[config.mk]
export PLATFORM = sky130hd
export DESIGN_NAME = wrc_counter
export DESIGN_NICKNAME = d
export VERILOG_FILES = /design/src/wrc_counter.v
export VERILOG_INCLUDE_DIRS = /design/src /design/src/src
export SDC_FILE = /design/constraint.sdc
export NUM_CORES = 1
export LEC_CHECK = 0
export BUFFER_PORTS_ARGS = -buffer_cell sky130_fd_sc_hd__buf_2
export CAP_MARGIN = 20
export CORE_UTILIZATION = 50
export CTS_CLUSTER_DIAMETER = 100
export DETAILED_ROUTE_END_ITERATION = 6
export PLACE_DENSITY = 0.73
export SLEW_MARGIN = 20
export SYNTH_ARGS = -nofsm -noshare
export SYNTH_HDL_FRONTEND = slang
export SYNTH_SLANG_ARGS = --single-unit
[constraint.sdc]
create_clock -name sysClk -period 3 [get_ports sysClk]
set_input_delay 0.6 -clock sysClk [delete_from_list [all_inputs] [get_ports sysClk]]
set_output_delay 0.6 -clock sysClk [all_outputs]
set_load 0.02 [all_outputs]
[src/wrc_map.vh]
// Purpose: register map, field positions, reset values and timing counts of the wrapping real-time counter
// Assumes: 32-bit register port, word-aligned byte offsets
// Notes: definitions only
`ifndef WRC_MAP_VH
`define WRC_MAP_VH

// ==========================================================
// Register offsets
`define WRC_OFF_CONTROL 8'h00
`define WRC_OFF_VALUE 8'h04
`define WRC_OFF_LIMIT 8'h08
`define WRC_OFF_IEN_SET 8'h10
`define WRC_OFF_IEN_CLR 8'h14
`define WRC_OFF_IMASK 8'h18
`define WRC_OFF_IFLAG 8'h1c
`define WRC_OFF_IFLAG_CLR 8'h20

// ==========================================================
// Control fields
`define WRC_CTL_EN 0
`define WRC_CTL_PRESCALER_CLEAR 1
`define WRC_CTL_WAKE_ENABLE 2
`define WRC_CTL_XTAL 3
`define WRC_CTL_BUSY 4
`define WRC_CTL_PSEL_LO 8
`define WRC_CTL_PSEL_HI 11
`define WRC_CTL_CLKEN 16
`define WRC_WRAP_BIT 0

// ==========================================================
// Reset values
`define WRC_RST_CONTROL 32'h0001_0000
`define WRC_RST_VALUE 32'h0000_0000
`define WRC_RST_LIMIT 32'hffff_ffff

// ==========================================================
// Timing: cycles for a register write to reach the counter side
`define WRC_XFER_CYCLES 3'h3

`endif

[src/wrc_counter.v]
// Purpose: wrapping real-time counter with 16-bit prescaler, wrap flag, mask and direct wake
// Assumes: oscillator ticks arrive as pins from outside the sys_clk domain
// Notes: oscillator inputs are sampled; each rising edge of the selected input is one prescaler step while enabled and not halted
`timescale 1ns/1ps
`include "wrc_map.vh"

module wrc_counter #(
  parameter PRE_W = 16,
  parameter CNT_W = 32
) (
  input wire sysClk,
  input wire rst_n,
  input wire [7:0] regAddr,
  input wire [31:0] regWdata,
  input wire regWr,
  input wire regRd,
  output reg [31:0] regRdata,
  input wire rcOscPin,
  input wire xtalOscPin,
  input wire staticSleep,
  input wire deepStopSleep,
  input wire debugHalt,
  input wire debugKeepRun,
  output wire irqReq,
  output wire wakeReq
);

  // ==========================================================
  // Register port decode
  function isAddr;
    input [7:0] a;
    input [7:0] off;
    begin
      isAddr = (a == off);
    end
  endfunction

  reg ctlEn_r;
  reg ctlWaken_r;
  reg ctlXtal_r;
  reg ctlClken_r;
  reg [3:0] ctlPsel_r;
  reg [CNT_W-1:0] limit_r;
  reg [CNT_W-1:0] count_r;
  reg [PRE_W-1:0] pre_r;
  reg mask_r;
  reg wrapFlag_r;
  reg [2:0] busyCnt_r;
  reg wakeLatch_r;
  reg [2:0] rcSync_r;
  reg [2:0] xtSync_r;

  wire busy = (busyCnt_r != 3'h0);
  wire wrCtl = regWr && isAddr(regAddr, `WRC_OFF_CONTROL) && !busy;
  wire wrVal = regWr && isAddr(regAddr, `WRC_OFF_VALUE) && !busy;
  wire wrLim = regWr && isAddr(regAddr, `WRC_OFF_LIMIT) && !busy;

  // ==========================================================
  // Oscillator input sampling: an edge counts once stages 2 and 3 agree
  always @(posedge sysClk or negedge rst_n) begin
    if (!rst_n) begin
      rcSync_r <= 3'h0;
      xtSync_r <= 3'h0;
    end else begin
      rcSync_r <= {rcSync_r[1:0], rcOscPin};
      xtSync_r <= {xtSync_r[1:0], xtalOscPin};
    end
  end

  reg rcLvl_r;
  reg xtLvl_r;
  always @(posedge sysClk or negedge rst_n) begin
    if (!rst_n) begin
      rcLvl_r <= 1'b0;
      xtLvl_r <= 1'b0;
    end else begin
      if (rcSync_r[2] == rcSync_r[1])
        rcLvl_r <= rcSync_r[2];
      if (xtSync_r[2] == xtSync_r[1])
        xtLvl_r <= xtSync_r[2];
    end
  end

  wire rcRise = (rcSync_r[2] == rcSync_r[1]) && rcSync_r[2] && !rcLvl_r;
  wire xtRise = (xtSync_r[2] == xtSync_r[1]) && xtSync_r[2] && !xtLvl_r;
  wire srcTick = ctlXtal_r ? xtRise : rcRise;

  // Halted in static sleep, or debug without keep-running
  wire frozen = staticSleep || (debugHalt && !debugKeepRun);
  wire preStep = ctlEn_r && srcTick && !frozen;

  // ==========================================================
  // Prescaler and count clock tap
  wire [PRE_W-1:0] preNxt = pre_r + {{(PRE_W-1){1'b0}}, 1'b1};
  // Tap bit rising means a count clock edge: f = fin / 2^(psel+1)
  wire tapRise = preStep && !pre_r[ctlPsel_r] && preNxt[ctlPsel_r];

  always @(posedge sysClk or negedge rst_n) begin
    if (!rst_n) begin
      pre_r <= {PRE_W{1'b0}};
    end else if (wrCtl && regWdata[`WRC_CTL_PRESCALER_CLEAR]) begin
      pre_r <= {PRE_W{1'b0}};
    end else if (preStep) begin
      pre_r <= preNxt;
    end
  end

  // ==========================================================
  // Counter, wrap and flag
  wire atTop = (count_r == limit_r);
  wire wrapEvt = tapRise && atTop;

  always @(posedge sysClk or negedge rst_n) begin
    if (!rst_n) begin
      count_r <= `WRC_RST_VALUE;
    end else if (wrVal) begin
      count_r <= regWdata;
    end else if (tapRise) begin
      // Period from zero back to zero is limit plus one ticks
      count_r <= atTop ? {CNT_W{1'b0}} : count_r + {{(CNT_W-1){1'b0}}, 1'b1};
    end
  end

  wire flagClr = regWr && isAddr(regAddr, `WRC_OFF_IFLAG_CLR) && regWdata[`WRC_WRAP_BIT];

  // A wrap in the clearing cycle wins so no event is lost
  always @(posedge sysClk or negedge rst_n) begin
    if (!rst_n) begin
      wrapFlag_r <= 1'b0;
    end else if (wrapEvt) begin
      wrapFlag_r <= 1'b1;
    end else if (flagClr) begin
      wrapFlag_r <= 1'b0;
    end
  end

  // ==========================================================
  // Mask
  always @(posedge sysClk or negedge rst_n) begin
    if (!rst_n) begin
      mask_r <= 1'b0;
    end else if (regWr && isAddr(regAddr, `WRC_OFF_IEN_SET) && regWdata[`WRC_WRAP_BIT]) begin
      mask_r <= 1'b1;
    end else if (regWr && isAddr(regAddr, `WRC_OFF_IEN_CLR) && regWdata[`WRC_WRAP_BIT]) begin
      mask_r <= 1'b0;
    end
  end

  assign irqReq = wrapFlag_r && mask_r && !deepStopSleep && !staticSleep;

  // ==========================================================
  // Direct wake: held until software drops wake enable
  always @(posedge sysClk or negedge rst_n) begin
    if (!rst_n) begin
      wakeLatch_r <= 1'b0;
    end else if (!ctlWaken_r) begin
      wakeLatch_r <= 1'b0;
    end else if (wrapEvt || wrapFlag_r) begin
      wakeLatch_r <= 1'b1;
    end
  end

  assign wakeReq = wakeLatch_r && !staticSleep;

  // ==========================================================
  // Control, limit and busy
  always @(posedge sysClk or negedge rst_n) begin
    if (!rst_n) begin
      ctlEn_r <= 1'b0;
      ctlWaken_r <= 1'b0;
      ctlXtal_r <= 1'b0;
      ctlClken_r <= 1'b1;
      ctlPsel_r <= 4'h0;
      limit_r <= `WRC_RST_LIMIT;
      busyCnt_r <= 3'h0;
    end else begin
      if (wrCtl) begin
        ctlEn_r <= regWdata[`WRC_CTL_EN];
        ctlWaken_r <= regWdata[`WRC_CTL_WAKE_ENABLE];
        ctlXtal_r <= regWdata[`WRC_CTL_XTAL];
        ctlClken_r <= regWdata[`WRC_CTL_CLKEN];
        ctlPsel_r <= regWdata[`WRC_CTL_PSEL_HI:`WRC_CTL_PSEL_LO];
      end
      if (wrLim)
        limit_r <= regWdata;
      // Models the domain crossing delay of the original design
      if (wrCtl || wrVal || wrLim)
        busyCnt_r <= `WRC_XFER_CYCLES;
      else if (busy)
        busyCnt_r <= busyCnt_r - 3'h1;
    end
  end

  // ==========================================================
  // Read data, valid the cycle after the strobe
  always @(posedge sysClk or negedge rst_n) begin
    if (!rst_n) begin
      regRdata <= 32'h0000_0000;
    end else if (regRd) begin
      case (regAddr)
        `WRC_OFF_CONTROL:
          regRdata <= {15'h0000, ctlClken_r, 4'h0, ctlPsel_r, 3'h0, busy, ctlXtal_r, ctlWaken_r, 1'b0, ctlEn_r};
        `WRC_OFF_VALUE:
          regRdata <= count_r;
        `WRC_OFF_LIMIT:
          regRdata <= limit_r;
        `WRC_OFF_IMASK:
          regRdata <= {31'h0000_0000, mask_r};
        `WRC_OFF_IFLAG:
          regRdata <= {31'h0000_0000, wrapFlag_r};
        default:
          regRdata <= 32'h0000_0000;
      endcase
    end else begin
      regRdata <= 32'h0000_0000;
    end
  end

endmodule // wrc_counter

==> summary.txt, run 1 <==
Slowest-stage cell, CP = dfrtp_2
Total of flip-flops plus latches after synthesis = 134
Standard cell core area = 14600 sq um
First DRT Iteration DRCs = 623
Arrival time worst endpoint = 3100 ps
Startpoint of the most critical register-to-register path = pre_r[1]
Slowest Stage Delay on Critical Path = 420 ps
Ratio of total power to cell area = 522 nW/um^2
Hold-fix buffers, CTS = 0
Count of flip-flops with a built-in enable after synthesis = 0
Endpoint of the lowest-slack register-to-register path = count_r[22]
Critical Path Start Type = flop
Upper clock frequency limit = 0.357 GHz
Instance area after placement = 8270 sq um
Unique masters post-synth = 72
Hold Worst Slack = 103 ps
Worst setup path end = count_r[22]
Ports placed on the boundary = 84
Setup repair after global routing missed its margin = no
Congestion Overflow GR = 0
Resize count post-CTS = 0
Register clock-pin slew on the reported worst setup and hold paths = 60 ps
Period Utilization, post-route = 93.4%
Sequential element share of the synthesized area = 45.3%
Fin nets = 918
Design Power = 4670 uW
Total of warnings raised by yosys = 0
Synthesis-to-finish area growth = 19.5%
Total non-filler cell area in the finished layout = 8950 sq um
Post-CTS setup repair buffer count = 0
Detailed-route DRC error count = 1
Fin. max-slew vios = 0
Routability congestion estimate from global placement = 0.942
Post-Syn Area per Cell = 9.69 sq um
Total number of vias = 6474
Starting Density = 51.4%
Site row count = 44
Critical Path Start = pre_r[1]
Pin count of the biggest net entering global routing = 64
Number of max-cap violations = 0
Routed wire per std cell = 19.0 microns
Vias per Instance = 6.11
Leakage power = 0.00412 uW
Detailed-routing iteration count for the pre-antenna-repair pass = 7
Layout cell share with drive strength beyond 1 = 29.8%
Status = complete, but fails checks
CTS H-tree depth = 4
HPWL reported at the end of detailed placement = 14000 microns
Post-synth net total = 829
Root buffer selected by CTS = clkbuf_16
Die width = 124 microns
Violations in the final reports = DRC
Mapped Area = 7490 sq um
Cell depth of the worst flop-to-flop path = 10
Count of buffers inserted at the top-level ports = 83
Hold Violations, Final = 0
Fin crit period = 2800 ps
Crit end category = flop
Crit Path Max Fanout = 12
Actual transition at the worst max-transition pin = 687 ps
Data required, critical path = 3290 ps
Worst setup path class = flop to flop
Inserted Diodes = 0
Number of buffers created by CTS = 17
Clock insertion delay at the later pin of the skew report = 430 ps
Max clock buf depth = 2
Share of async-settable or async-resettable flops after synthesis = 100%
Hold Path Class = primary input to asynchronous set/reset pin
Worst clock skew = 6.93 ps
Final-report setup violation count = 0
Ordered list of cells on the worst path = ha_2, nand3_2, or2_1, o31a_1, nor4b_4, nor4_4, and2_4, buf_4, o41ai_1, o21ai_0
Global-route wire length before repair = 32800 microns
Worst vdd ir = 0.000412 V
Total GRT Usage = 26.9%
Final TNS setup = 0 ps
Number of global-route vias before repair = 6050
Die Span Y = 124 microns
Worst R2R Setup Slack = 200 ps
Final Routed Wirelength = 20100 microns
Post-synth top flop = dfrtp_1
Clock tree from TritonCTS = done
Floorplan die area = 15500 sq um
Remaining antenna violation count = 0
Number of fill cells in the layout = 1231
Antenna violations before repair = 0
Post-synthesis instance total = 773
Worst relative slew slack = 54.1%
Clk sink count = 134
[state kept, by name (all words and copies together), names as in the netlist]
name and cells:
regRdata 32, rcSync_r 3, mask_r 1, ctlWaken_r 1
xtLvl_r 1, count_r 32, ctlPsel_r 4, busyCnt_r 3
ctlXtal_r 1, ctlEn_r 1, pre_r 16, limit_r 32
xtSync_r 3, wakeLatch_r 1, wrapFlag_r 1, rcLvl_r 1
ctlClken_r 1
[worst max-delay path: cells and delay by family (launching register included)]
kind,cells,cell delay (ps)
AOI/OAI and AO/OA,3,770
adders and majority gates,1,240
buffers and inverters,1,170
DFF,1,420
and+or+nand+nor,5,1030
[cell usage after synthesis (14+ instances only)]
| cell type | number | area (sq um) |
|---|---|---|
| nor2b_1 | 15 | 93.8 |
| dfstp_2 | 33 | 867 |
| dfrtp_1 | 101 | 2530 |
| a21oi_1 | 28 | 140 |
| nor3_1 | 22 | 110 |
| nand3_1 | 22 | 110 |
| nor2_1 | 80 | 300 |
| clkbuf_1 | 42 | 158 |
| a31oi_1 | 24 | 150 |
| nand2_1 | 57 | 214 |
| mux2_2 | 47 | 529 |
| a22oi_1 | 33 | 248 |
| and3_1 | 17 | 106 |
| xnor2_1 | 15 | 131 |
| xor2_1 | 35 | 307 |
| o21ai_0 | 39 | 195 |
| nand4_1 | 14 | 87.6 |
[worst min-delay path by stage]
stage          slack [ps]   startpoint           end
5_1_grt               140        rst_n  regRdata[28]
3_3_place_gp          330  xtSync_r[0]   xtSync_r[1]
3_5_place_dp          340  xtSync_r[0]   xtSync_r[1]
6_report              100        rst_n  regRdata[29]
2_1_floorplan         300        rst_n  busyCnt_r[0]
4_1_cts               130        rst_n  regRdata[22]
[kinds of logic (layout without fill, tap and decap cells)]
family	Yosys count	count (layout)	share of synthesized area, %
and+or+nand+nor	289	289	20.3
AOI/OAI and AO/OA	167	167	14.8
DFF	134	134	45.3
buffers and inverters	73	175	4.11
muxes	54	54	8.67
xor gates and xnor gates	50	50	5.84
adders and majority gates	6	6	1.00
[layer usage]
layer  share of wire, %  routed length (microns)  GRT usage, %
met5                  0                        0             0
met4                1.9                      387          8.65
met3                7.6                     1520          6.27
met2                 45                     9020          39.4
met1                 46                     9180          39.4
[final cells by class]
type / count / area [sq um] / area share, %
clock buffers: 19 / 453 / 5.06
clock inverters: 13 / 225 / 2.52
inverters: 12 / 45.0 / 0.503
multi-input cells: 566 / 3790 / 42.4
flip-flops and latches: 134 / 3400 / 37.9
well taps: 184 / 230 / 2.57
repair buffers: 131 / 807 / 9.02
[through the flow]
step / utilization [%] / worst slack, ps / std cells
global route: 61.4 / 38.8 / 1059
finish: 61.4 / 198 / 1059
CTS: 61.3 / 88.0 / 1059
detailed placement: 56.7 / 108 / 1027
floorplan: - / 219 / 773
global placement: 56.7 / 172 / 1027
[power by group]
| group | leakage [uW] | switching [uW] | internal (uW) | total, uW |
|---|---|---|---|---|
| sequential | 0.00166 | 50.8 | 1880 | 1930 |
| combinational | 0.00213 | 197 | 146 | 343 |
| clock | 0.000333 | 803 | 1600 | 2400 |
| total | 0.00412 | 1050 | 3620 | 4670 |
[cell usage in the layout (no fill, tap or decap), types with 4 or more instances in the layout]
master,count
a21oi_1,28
dfrtp_1,100
dfstp_2,33
nand2_1,57
a21o_1,5
and3_1,17
buf_4,46
nor3_1,22
nand4_1,14
a22oi_1,33
bufinv_16,6
xor2_1,35
nand3b_1,8
nor2_1,80
a31oi_1,24
buf_2,82
o21ai_0,39
nor2b_1,15
mux4_2,4
nor4_1,13
xnor2_1,15
o31ai_1,4
clkbuf_16,17
inv_1,11
clkinv_2,4
mux2_2,47
ha_1,5
and2_1,7
and4_1,6
nand3_1,22
Power figures use the tool's default switching activity.
==> run 2: changes to the inputs <==
Settings changed: CORE_UTILIZATION 50 to 53, PLACE_DENSITY 0.73 to 0.76.
==> summary.txt, run 2 (synthesized netlist as in run 1, its figures left out) <==
Top library cells by usage in the layout, fill and taps aside = dfrtp_1, buf_2, nor2_1, nand2_1, mux2_2
Max clock buf depth = 2
Clock insertion delay at the later pin of the skew report = 440 ps
HPWL reported at the end of detailed placement = 14900 microns
Detailed-routing iteration count for the pre-antenna-repair pass = 5
Hold Worst Slack = 99.2 ps
Site row count = 43
Worst vdd ir = 0.000488 V
Number of buffers created by CTS = 17
Worst setup path end = wakeLatch_r
Clock tree from TritonCTS = done
Status = finished, final reports clean
Data required, critical path = 3320 ps
Root buffer selected by CTS = clkbuf_16
Fin. max-slew vios = 0
Total number of vias = 6558
Design Power = 4410 uW
Ratio of total power to cell area = 499 nW/um^2
Arrival time worst endpoint = 3160 ps
Reg area = 3400 sq um
Hold Path Class = primary input to asynchronous set/reset pin
Vias per Instance = 6.25
Antenna violations before repair = 0
Leakage power = 0.00404 uW
Worst setup path class = flop to flop
Starting Density = 54.2%
Register clock-pin slew on the reported worst setup and hold paths = 60 ps
Pre-CTS WS = 53.4 ps
Setup repair after global routing missed its margin = yes
Min setup slack post-route = 163 ps
Hold Violations, Final = 0
Global-route wire length before repair = 34200 microns
First DRT Iteration DRCs = 540
Worst relative slew slack = 54.6%
Floorplan die area = 14600 sq um
Count of buffers inserted at the top-level ports = 83
Startpoint of the most critical register-to-register path = pre_r[10]
Actual transition at the worst max-transition pin = 680 ps
Number of global-route vias before repair = 6407
Largest registers = count_r (32), limit_r (32), regRdata (32)
Endpoint of the lowest-slack register-to-register path = wakeLatch_r
Final Routed Wirelength = 21100 microns
Remaining antenna violation count = 0
Period Utilization, post-route = 94.6%
Routability congestion estimate from global placement = 0.905
Footprint of the multi-input gates = 3800 sq um
Routed wire per std cell = 20.1 microns
Number of max-cap violations = 0
Clk sink count = 134
Crit end category = flop
Die Span Y = 121 microns
Fin nets = 912
Fin crit period = 2840 ps
Most common library cell in the layout ignoring fill and taps = dfrtp_1
Standard cell core area = 13800 sq um
Worst clock skew = 12.6 ps
Critical Path Start Type = flop
Synthesis-to-finish area growth = 17.8%
Worst R2R Setup Slack = 160 ps
Inserted Diodes = 0
Upper clock frequency limit = 0.352 GHz
Crit Path Max Fanout = 24
CTS H-tree depth = 4
Congestion Overflow GR = 0
Total GRT Usage = 30.8%
Die width = 121 microns
Final-report setup violation count = 0
Critical Path Start = pre_r[10]
Detailed-route DRC error count = 0
Number of fill cells in the layout = 1121
Ports placed on the boundary = 84
Cell depth of the worst flop-to-flop path = 8
Pin count of the biggest net entering global routing = 53
Layout cell share with drive strength beyond 1 = 29.6%
==> run 2: final cells by class <==
| type | instances | share of cell area (%) |
|---|---|---|
| sequential | 134 | 38.5 |
| clock inverter | 12 | 1.73 |
| clock buffer | 20 | 5.06 |
| tap | 180 | 2.55 |
| multi-input combinational | 566 | 43.0 |
| inverter | 12 | 0.510 |
| timing repair buffer | 125 | 8.63 |
==> run 2: through the flow <==
stage               setup TNS (ps)  instance area [sq um]  util [%]  instances
floorplan                        0                   7490         -        773
global placement                 0                   8220      59.4       1017
detailed placement               0                   8220      59.4       1017
CTS                              0                   8820      63.8       1049
global route                 -31.8                   8830      63.8       1049
finish                           0                   8830      63.8       1049
==> run 2: report_power, final <==
part / switching, uW / internal (uW) / total (uW)
Sequential: 53.9 / 1880 / 1930
Clock: 803 / 1330 / 2130
Combinational: 202 / 144 / 346
==> run 2: worst min-delay path by stage <==
stage / slack, ps / to / from / cells after the start
final: 100 / pre_r[5] / rst_n / 1
after detailed placement: 350 / rcSync_r[1] / rcSync_r[0] / 0
after global placement: 340 / xtSync_r[1] / xtSync_r[0] / 0
after global routing: 140 / pre_r[11] / rst_n / 1
after CTS: 110 / pre_r[4] / rst_n / 1
after floorplan: 300 / busyCnt_r[0] / rst_n / 0
==> run 2: worst max-delay path, cell delays in order (launching register included) <==
cell and delay, ps:
dfrtp_1 450, and4_2 290, and4_1 270, a211o_1 310
and4_1 220, nor4_4 390, and2_4 400, nor3_1 120
o31a_1 250
==> run 2: repair_timing <==
| item | in CTS | in global routing |
|---|---|---|
| buffers inserted | 0 | 0 |
| endpoints found under the setup margin | 0 | 27 |
| resized for setup | 0 | 7 |
| hold buffers | 0 | 0 |
==> run 2: metal layers <==
layer / up-vias / GRT usage [%] / routed length, microns
li1: 2974 / - / -
met1: 3258 / 44.4 / 9450
met2: 285 / 46.1 / 9640
met3: 41 / 5.26 / 1410
met4: 0 / 12.5 / 578
met5: - / 0 / 0
